<file path="config.mk">
export PLATFORM = sky130hd
export DESIGN_NAME = branch_index_high_seq
export DESIGN_NICKNAME = d
export VERILOG_FILES = /design/src/logic/bxh_pkg.sv /design/src/logic/par_adder.sv /design/src/logic/branch_index_high_seq.sv
export SDC_FILE = /design/constraint.sdc
export NUM_CORES = 2
export LEC_CHECK = 0
export ABC_CLOCK_PERIOD_IN_PS = 11200
export BUFFER_PORTS_ARGS = -buffer_cell sky130_fd_sc_hd__clkbuf_2
export CORE_MARGIN = 10
export CORE_UTILIZATION = 30
export DETAILED_ROUTE_END_ITERATION = 10
export HOLD_SLACK_MARGIN = 0.15
export RECOVER_POWER = 100
export SYNTH_ARGS = -nofsm -noshare
export SYNTH_HDL_FRONTEND = slang
export SYNTH_SLANG_ARGS = --single-unit
</file>
<file path="constraint.sdc">
create_clock -name ref_clk -period 11.2 [get_ports ref_clk]
set_clock_uncertainty 0.1 [all_clocks]
set_input_delay 1.68 -clock ref_clk [delete_from_list [all_inputs] [get_ports ref_clk]]
set_output_delay 1.68 -clock ref_clk [all_outputs]
set_load 0.01 [all_outputs]
</file>
<file path="src/logic/bxh_pkg.sv">
package branch_seq_pkg;

   // ****************************************
   // Register map
   // ****************************************
   localparam logic [7:0] REG_CTRL   = 8'h00;
   localparam logic [7:0] REG_INSTR  = 8'h04;
   localparam logic [7:0] REG_FIRST  = 8'h08;
   localparam logic [7:0] REG_BADDR  = 8'h0C;
   localparam logic [7:0] REG_ICNT   = 8'h10;
   localparam logic [7:0] REG_STAT   = 8'h14;
   localparam logic [7:0] REG_SUM    = 8'h18;
   localparam logic [7:0] REG_NEXTOP = 8'h1C;
   localparam logic [7:0] REG_QHI    = 8'h20;
   localparam logic [7:0] REG_QLO    = 8'h24;
   localparam logic [7:0] REG_GADDR  = 8'h28;
   localparam logic [7:0] REG_GDATA  = 8'h2C;

   // Control bit positions
   localparam int CTRL_START = 0;
   localparam int CTRL_EXEC  = 1;
   localparam int CTRL_PFI   = 2;

   // ****************************************
   // Instruction and addressing constants
   // ****************************************
   localparam logic [7:0]  OPC_BIX  = 8'h86;
   localparam logic [1:0]  HW_LAST  = 2'h3;
   localparam logic [1:0]  HW_FIRST = 2'h0;
   localparam logic [23:0] DW_STEP  = 24'h00_0008;
   localparam logic [1:0]  STORE_LAT = 2'h3;

   localparam logic [1:0] AXI_OKAY   = 2'h0;
   localparam logic [1:0] AXI_SLVERR = 2'h2;

   // Refill kinds after a storage request
   localparam logic [1:0] FM_TARGET    = 2'h0;
   localparam logic [1:0] FM_SEQ_LAST  = 2'h1;
   localparam logic [1:0] FM_SEQ_FIRST = 2'h2;

   typedef enum logic [7:0] {
      S_IDLE   = 8'b0000_0001,
      S_MOVE   = 8'b0000_0010,
      S_ADD    = 8'b0000_0100,
      S_CMP    = 8'b0000_1000,
      S_DECIDE = 8'b0001_0000,
      S_REQ    = 8'b0010_0000,
      S_WAIT   = 8'b0100_0000,
      S_FILL   = 8'b1000_0000
   } seq_state_t;

endpackage : branch_seq_pkg

</file>
<file path="src/logic/par_adder.sv">
`timescale 1ns/1ps

// ****************************************
// Parallel adder with algebraic sign result
// ****************************************
module par_adder (
   input  wire logic [31:0] a,
   input  wire logic [31:0] b,
   input  wire logic        sub,
   output      logic [31:0] sum,
   output      logic        positive
);

   // One guard bit keeps the compare exact across overflow
   logic [32:0] ext_a;
   logic [32:0] ext_b;
   logic [32:0] wide;

   assign ext_a    = {a[31], a};
   assign ext_b    = sub ? ~{b[31], b} : {b[31], b};
   assign wide     = ext_a + ext_b + {32'h0000_0000, sub};
   assign sum      = wide[31:0];
   assign positive = !wide[32] && (wide != 33'h0_0000_0000);

endmodule : par_adder

</file>
<file path="src/logic/branch_index_high_seq.sv">
// Decided for this implementation: the AXI4-Lite register port and the placing of the registers.
`timescale 1ns/1ps

module branch_index_high_seq
   import branch_seq_pkg::*;
#(
   parameter int ADDR_W = 8
) (
   input  wire logic              ref_clk,
   input  wire logic              rst,
   input  wire logic [ADDR_W-1:0] s_axi_awaddr,
   input  wire logic              s_axi_awvalid,
   output      logic              s_axi_awready,
   input  wire logic [31:0]       s_axi_wdata,
   input  wire logic [3:0]        s_axi_wstrb,
   input  wire logic              s_axi_wvalid,
   output      logic              s_axi_wready,
   output      logic [1:0]        s_axi_bresp,
   output      logic              s_axi_bvalid,
   input  wire logic              s_axi_bready,
   input  wire logic [ADDR_W-1:0] s_axi_araddr,
   input  wire logic              s_axi_arvalid,
   output      logic              s_axi_arready,
   output      logic [31:0]       s_axi_rdata,
   output      logic [1:0]        s_axi_rresp,
   output      logic              s_axi_rvalid,
   input  wire logic              s_axi_rready,
   output      logic              storage_req,
   output      logic [23:0]       storage_addr,
   input  wire logic [63:0]       storage_out_bus,
   output      logic              end_op,
   output      logic              end_branch
);

   // ****************************************
   // State and datapath
   // ****************************************
   seq_state_t        state;
   seq_state_t        next_state;
   logic [31:0]       local_store [16];
   logic [15:0]       instr;
   logic [31:0]       first_op;
   logic [23:0]       baddr;
   logic [23:0]       instr_counter;
   logic [31:0]       sum_latch;
   logic [31:0]       work;
   logic              adder_result_latches;
   logic              seq_need;
   logic              success;
   logic [63:0]       prefetch;
   logic [15:0]       next_op;
   logic              prefetch_invalid_flag;
   logic              exec_flag;
   logic              done;
   logic              end_pulse;
   logic [1:0]        fill_mode;
   logic [1:0]        wait_cnt;
   logic [3:0]        gpr_addr;

   // ****************************************
   // Bus holding registers
   // ****************************************
   logic              aw_full;
   logic              w_full;
   logic [ADDR_W-1:0] aw_addr;
   logic [31:0]       w_data;
   logic [3:0]        w_strb;

   // ****************************************
   // Decode
   // ****************************************
   wire [3:0]  r1       = instr[7:4];
   wire [3:0]  r3       = instr[3:0];
   wire        e7       = instr[8];
   wire [1:0]  d_hw     = baddr[2:1];
   wire [1:0]  cnt_hw   = instr_counter[2:1];
   wire        idle     = (state == S_IDLE);
   wire [3:0]  cmp_reg  = r3 | 4'h1;
   wire [31:0] add_sum;
   wire        add_pos;
   wire [15:0] d_half;
   wire [15:0] q_first  = storage_out_bus[63:48];

   par_adder u_adder (
      .a        (sum_latch),
      .b        (work),
      .sub      (state == S_CMP),
      .sum      (add_sum),
      .positive (add_pos)
   );

   assign d_half = (d_hw == 2'h0) ? storage_out_bus[63:48] :
                   (d_hw == 2'h1) ? storage_out_bus[47:32] :
                   (d_hw == 2'h2) ? storage_out_bus[31:16] :
                                    storage_out_bus[15:0];

   wire        take     = adder_result_latches && !e7;
   wire        hw_edge  = (cnt_hw == HW_LAST) || (cnt_hw == HW_FIRST);

   // ****************************************
   // Bus decode
   // ****************************************
   wire        wr_go    = aw_full && w_full && !s_axi_bvalid;
   wire        ar_go    = s_axi_arvalid && s_axi_arready;
   wire [7:0]  wa       = aw_addr[7:0];
   wire [7:0]  ra       = s_axi_araddr[7:0];
   wire        wr_ok    = (wa <= REG_GDATA) && (wa[1:0] == 2'h0);
   wire        rd_ok    = (ra <= REG_GDATA) && (ra[1:0] == 2'h0);
   wire        wr_idle  = wr_go && wr_ok && idle;
   wire [31:0] wmask    = {{8{w_strb[3]}}, {8{w_strb[2]}},
                           {8{w_strb[1]}}, {8{w_strb[0]}}};
   wire        w_ctrl   = wr_idle && (wa == REG_CTRL);
   wire        start    = w_ctrl && w_strb[0] && w_data[CTRL_START] &&
                          (instr[15:8] == OPC_BIX);
   wire        set_exec = w_ctrl && w_strb[0] && w_data[CTRL_EXEC];
   wire        set_pfi  = w_ctrl && w_strb[0] && w_data[CTRL_PFI];
   wire        clr_flag = (state == S_DECIDE) && take;
   wire        w_gdata  = wr_idle && (wa == REG_GDATA);
   wire        gpr_wb   = (state == S_DECIDE);

   wire [31:0] status   = {24'h00_0000, 1'b0, done, end_branch, success,
                           exec_flag, prefetch_invalid_flag, 1'b0, !idle};
   wire [31:0] rd_mux   =
      (ra == REG_INSTR)  ? {16'h0000, instr} :
      (ra == REG_FIRST)  ? first_op :
      (ra == REG_BADDR)  ? {8'h00, baddr} :
      (ra == REG_ICNT)   ? {8'h00, instr_counter} :
      (ra == REG_STAT)   ? status :
      (ra == REG_SUM)    ? sum_latch :
      (ra == REG_NEXTOP) ? {16'h0000, next_op} :
      (ra == REG_QHI)    ? prefetch[63:32] :
      (ra == REG_QLO)    ? prefetch[31:0] :
      (ra == REG_GADDR)  ? {28'h000_0000, gpr_addr} :
      (ra == REG_GDATA)  ? local_store[gpr_addr] :
                           32'h0000_0000;

   assign s_axi_awready = !aw_full;
   assign s_axi_wready  = !w_full;
   assign s_axi_arready = !s_axi_rvalid;
   assign storage_req   = (state == S_REQ);
   assign storage_addr  = instr_counter;
   assign end_op        = done && (state == S_IDLE) && !w_ctrl &&
                          end_pulse;

   // ****************************************
   // Sequencer next state
   // ****************************************
   always_comb begin
      next_state = state;
      case (state)
         S_IDLE:   if (start) next_state = S_MOVE;
         S_MOVE:   next_state = S_ADD;
         S_ADD:    next_state = S_CMP;
         S_CMP:    next_state = S_DECIDE;
         S_DECIDE: begin
            if (take && d_hw == HW_LAST) begin
               next_state = S_REQ;
            end else if (take) begin
               next_state = S_IDLE;
            end else if (seq_need) begin
               next_state = S_REQ;
            end else begin
               next_state = S_IDLE;
            end
         end
         S_REQ:    begin
            if (fill_mode != FM_TARGET && exec_flag) begin
               next_state = S_IDLE;
            end else begin
               next_state = S_WAIT;
            end
         end
         S_WAIT:   if (wait_cnt == 2'h0) next_state = S_FILL;
         S_FILL:   next_state = S_IDLE;
         default:  next_state = S_IDLE;
      endcase
   end

   always_ff @(posedge ref_clk or posedge rst) begin
      if (rst) begin
         state <= S_IDLE;
      end else begin
         state <= next_state;
      end
   end

   // ****************************************
   // Operand path
   // ****************************************
   always_ff @(posedge ref_clk or posedge rst) begin
      if (rst) begin
         sum_latch            <= 32'h0000_0000;
         work                 <= 32'h0000_0000;
         adder_result_latches <= 1'b0;
         seq_need             <= 1'b0;
         success              <= 1'b0;
      end else begin
         case (state)
            S_MOVE: begin
               sum_latch <= first_op;
               work      <= local_store[r3];
            end
            S_ADD: begin
               sum_latch <= add_sum;
               work      <= local_store[cmp_reg];
            end
            S_CMP: begin
               adder_result_latches <= add_pos;
               seq_need             <= hw_edge;
            end
            S_DECIDE: begin
               work    <= sum_latch;
               success <= take;
            end
            default: begin
            end
         endcase
      end
   end

   always_ff @(posedge ref_clk) begin
      if (gpr_wb) begin
         local_store[r1] <= sum_latch;
      end else if (w_gdata) begin
         local_store[gpr_addr] <= (local_store[gpr_addr] & ~wmask) |
                                  (w_data & wmask);
      end
   end

   // ****************************************
   // Counter, prefetch buffer, next-op latch
   // ****************************************
   always_ff @(posedge ref_clk or posedge rst) begin
      if (rst) begin
         instr_counter <= 24'h00_0000;
         prefetch      <= 64'h0000_0000_0000_0000;
         next_op       <= 16'h0000;
         fill_mode     <= FM_TARGET;
         wait_cnt      <= 2'h0;
         end_branch    <= 1'b0;
      end else begin
         if (wr_idle && wa == REG_ICNT) begin
            instr_counter <= (instr_counter & ~wmask[23:0]) |
                             (w_data[23:0] & wmask[23:0]);
         end
         case (state)
            S_DECIDE: begin
               if (take) begin
                  prefetch      <= storage_out_bus;
                  next_op       <= d_half;
                  instr_counter <= baddr + DW_STEP;
                  fill_mode     <= FM_TARGET;
                  end_branch    <= (d_hw != HW_LAST);
               end else begin
                  fill_mode  <= (cnt_hw == HW_LAST) ? FM_SEQ_LAST
                                                   : FM_SEQ_FIRST;
                  end_branch <= 1'b0;
               end
            end
            S_REQ: begin
               wait_cnt <= STORE_LAT - 2'h1;
               if (!(fill_mode != FM_TARGET && exec_flag)) begin
                  instr_counter <= instr_counter + DW_STEP;
               end
            end
            S_WAIT: begin
               wait_cnt <= wait_cnt - 2'h1;
            end
            S_FILL: begin
               prefetch   <= storage_out_bus;
               end_branch <= (fill_mode != FM_TARGET);
               if (fill_mode == FM_SEQ_FIRST) begin
                  next_op <= q_first;
               end
            end
            default: begin
            end
         endcase
      end
   end

   // ****************************************
   // Flags and completion
   // ****************************************
   always_ff @(posedge ref_clk or posedge rst) begin
      if (rst) begin
         prefetch_invalid_flag <= 1'b0;
         exec_flag             <= 1'b0;
         done                  <= 1'b0;
         end_pulse             <= 1'b0;
      end else begin
         // Software set wins over the sequencer clear
         prefetch_invalid_flag <= set_pfi |
                                  (prefetch_invalid_flag & !clr_flag);
         exec_flag             <= set_exec | (exec_flag & !clr_flag);
         end_pulse             <= !idle && (next_state == S_IDLE);
         if (start) begin
            done <= 1'b0;
         end else if (!idle && next_state == S_IDLE) begin
            done <= 1'b1;
         end
      end
   end

   // ****************************************
   // Software loaded operands
   // ****************************************
   always_ff @(posedge ref_clk or posedge rst) begin
      if (rst) begin
         instr    <= 16'h0000;
         first_op <= 32'h0000_0000;
         baddr    <= 24'h00_0000;
         gpr_addr <= 4'h0;
      end else if (wr_idle) begin
         // Writes while busy are dropped to protect operands
         if (wa == REG_INSTR) begin
            instr <= (instr & ~wmask[15:0]) | (w_data[15:0] & wmask[15:0]);
         end else if (wa == REG_FIRST) begin
            first_op <= (first_op & ~wmask) | (w_data & wmask);
         end else if (wa == REG_BADDR) begin
            baddr <= (baddr & ~wmask[23:0]) | (w_data[23:0] & wmask[23:0]);
         end else if (wa == REG_GADDR && w_strb[0]) begin
            gpr_addr <= w_data[3:0];
         end
      end
   end

   // ****************************************
   // AXI4-Lite slave
   // ****************************************
   always_ff @(posedge ref_clk or posedge rst) begin
      if (rst) begin
         aw_full <= 1'b0;
         aw_addr <= '0;
         w_full  <= 1'b0;
         w_data  <= 32'h0000_0000;
         w_strb  <= 4'h0;
      end else begin
         if (s_axi_awvalid && !aw_full) begin
            aw_full <= 1'b1;
            aw_addr <= s_axi_awaddr;
         end else if (wr_go) begin
            aw_full <= 1'b0;
         end
         if (s_axi_wvalid && !w_full) begin
            w_full <= 1'b1;
            w_data <= s_axi_wdata;
            w_strb <= s_axi_wstrb;
         end else if (wr_go) begin
            w_full <= 1'b0;
         end
      end
   end

   always_ff @(posedge ref_clk or posedge rst) begin
      if (rst) begin
         s_axi_bvalid <= 1'b0;
         s_axi_bresp  <= AXI_OKAY;
         s_axi_rvalid <= 1'b0;
         s_axi_rresp  <= AXI_OKAY;
         s_axi_rdata  <= 32'h0000_0000;
      end else begin
         if (wr_go) begin
            s_axi_bvalid <= 1'b1;
            s_axi_bresp  <= wr_ok ? AXI_OKAY : AXI_SLVERR;
         end else if (s_axi_bready) begin
            s_axi_bvalid <= 1'b0;
         end
         if (ar_go) begin
            s_axi_rvalid <= 1'b1;
            s_axi_rresp  <= rd_ok ? AXI_OKAY : AXI_SLVERR;
            s_axi_rdata  <= rd_ok ? rd_mux : 32'h0000_0000;
         end else if (s_axi_rready) begin
            s_axi_rvalid <= 1'b0;
         end
      end
   end

endmodule : branch_index_high_seq

</file>
==> results.json <==
{
  "fin_tns_setup_ns": 0,
  "async_flop_share_pct": 40.3,
  "synthAdderAreaFrac_pct": 1.07,
  "vias": 29300,
  "firstDrtPassIters": 6,
  "die-area_mm2": 0.159,
  "cts-root-buf": "clkbuf_16",
  "die_h_um": 398,
  "wl_um": 147000,
  "layout_commonest_cell": "edfxtp_1",
  "synthFlopType": "edfxtp_1",
  "hold_viol": 0,
  "p_per_area_mw_per_mm2": 148,
  "multiInputGateArea_mm2": 0.0180,
  "synth-simple-area-share_pct": 5.82,
  "max_freq_mhz": 119,
  "cp.arrival_ns": 8.48,
  "track_usage_pct": 18.0,
  "cts_buffers": 94,
  "grt_overflow": 0,
  "wl_per_cell_um": 28.6,
  "register_area_mm2": 0.0241,
  "place_ws_ns": 5.47,
  "area_growth_pct": 14.1,
  "clk_pin_slew_ns": 0.06,
  "synth_top_family_by_area": "multiplexers",
  "synth-xor-area-share_pct": 1.84,
  "layout_min_cycle_time_ns": 8.38,
  "post-route-period-util_pct": 74.8,
  "rsz0062_at_grt": "no",
  "hold_path_class": "reg -> reg",
  "hold-worst-slack_ns": 0.381,
  "mostFrequentLayoutCells": "512 x edfxtp_1, 339 x dfrtp_1, 299 x mux4_2",
  "ioPinCount": 191,
  "grt_max_degree": 92,
  "synth.area.mux_share_pct": 23.4,
  "globalplace.congestion": 0.951,
  "synth-edff-count": 512,
  "drive_gt1_share_pct": 25.7,
  "timing.final.max_slew_violations": 1138,
  "fin_total_pwr_uw": 7250,
  "ys_top_cells_by_area": "edfxtp_1 36%, dfrtp_1 20%, mux4_2 16%",
  "ys_ff_latch": 858,
  "ir_worst_vdd_mv": 0.104,
  "clock_latency_ns": 0.70,
  "clockBufferDepth": 3,
  "cp-start-kind": "flop",
  "avgViaCountPerCell": 5.71,
  "synth_compound_area_share_pct": 9.61,
  "cts_resized": 0,
  "yosysTopAreaCell": "edfxtp_1",
  "synth-seq-area-share_pct": 56.0,
  "outcome": "complete, but fails checks",
  "numClockSinks": 858,
  "syn_avg_cell_area_um2": 14.3,
  "setup_viol": 0,
  "core_area_mm2": 0.142,
  "cts_max_level": 3,
  "dp_hpwl_um": 99800,
  "yosysUniqueCellTypes": 78,
  "grt_pass1_vias": 29100,
  "required_ns": 11.30,
  "num-fill-cells": 13700,
  "cp-end-kind": "flop",
  "p_leak_uw": 0.0158,
  "port_buffers": 188,
  "drc": 0,
  "drv_cap": 32,
  "dp_cells": 4967,
  "violations": "max-capacitance violations, max-slew violations",
  "grt_pass1_wl_um": 211000,
  "num_rows": 138,
  "cts_hold_buf": 0,
  "tightest_slew_ns": 4.08,
  "antenna_found_initial": 14,
  "yosysTopAreaCellShare_pct": 35.8,
  "drt_iter0_drc": 3223,
  "crit_fanout": 74,
  "drtAntennaViolNets": 0,
  "finalNonFillerCells": 5142,
  "post_cts_buffers": 0,
  "synth-warning-count": 0,
  "critPathKind": "reg -> reg",
  "syn-cell-area_mm2": 0.0429,
  "synth_cells": 3005,
  "relSlewSlack_pct": -172,
  "layout.nets": 3332,
  "worst_slack_ns": 2.82,
  "start_util_pct": 30.3,
  "cts_tree": "done",
  "die_x_um": 398
}
-- state kept, by name, indices dropped and copies added, names as in the netlist, 16 cells and up, named ones only --
| name | flops |
|---|---|
| local_store | 512 |
| prefetch | 64 |
| s_axi_rdata | 32 |
| sum_latch | 32 |
| w_data | 32 |
| work | 32 |
| storage_addr | 24 |
| next_op | 16 |
-- synth_stat cells (all sizes together) (41+ instances only) --
cell type  count
a21oi        119
a221oi        45
a22oi        107
buf           42
clkbuf       168
dfrtp        345
edfxtp       512
inv           41
mux2         208
mux2i         96
mux4         299
nand2        235
nand3         46
nor2         109
o21ai        173
xnor2         66
-- kinds of logic (layout without fill, tap and decap cells) --
kind of cell | Yosys count | after routing
xor+xnor | 90 | 90
simple gates | 543 | 543
buf+inv | 251 | 496
compound gates | 623 | 623
other cells | 1 | 3
flops | 858 | 858
mux | 603 | 603
fa+ha+maj | 36 | 36
-- worst paths after layout --
check / start / endpoint / cells past startpoint / slack (ns)
min in group asynchronous: rst / prefetch[41] / 2 / 1.32
max in group asynchronous: rst / asynchronous set/reset pin / 3 / 4.52
hold / removal: s_axi_rdata[24] / s_axi_rdata[24] / 2 / 0.38
setup reg to reg: state[4] / local_store[7][13] / 10 / 2.82
hold reg to reg: s_axi_rdata[24] / s_axi_rdata[24] / 2 / 0.38
setup / recovery: state[4] / local_store[7][13] / 10 / 2.82
-- layout make-up --
cell class | count | share of cell area [%]
clock inverters | 56 | 1.13
flip-flops and latches | 858 | 49.1
inverters | 41 | 0.317
multi-input cells | 1897 | 36.8
diodes | 1 | 0.00511
well taps | 1890 | 4.83
repair buffers | 281 | 2.76
clock buffers | 118 | 5.07
-- critical path, stage by stage, from the launching register on --
cell and delay (ns):
dfrtp_1 0.78, or4_1 0.29, nor3_1 0.10, and3b_1 0.19, nand3_1 0.11, nor3b_1 0.10
nand4_1 0.11, clkbuf_1 2.35, a31oi_1 0.90, nor2_4 0.25, clkbuf_1 2.52
-- per-stage QoR --
stage	cell area, µm²	utilization (%)
2_1_floorplan	42900	-
3_3_place_gp	46300	32.7
3_5_place_dp	46300	32.7
4_1_cts	49400	34.8
5_1_grt	49000	34.5
6_report	49000	34.5
-- report_power, final --
part           internal [µW]  switching, µW
combinational            223            220
sequential              3430            317
clock                   1740           1320
total                   5390           1850
-- per-layer routing --
layer | vias up | share of wire, % | global-route usage (%)
met5 | - | 0.069 | 0
met1 | 15300 | 41 | 24.2
li1 | 12300 | - | -
met3 | 304 | 9.5 | 4.27
met4 | 16 | 4.0 | 6.67
met2 | 1461 | 46 | 28.2
No activity file was read; power rests on OpenSTA's default activity.
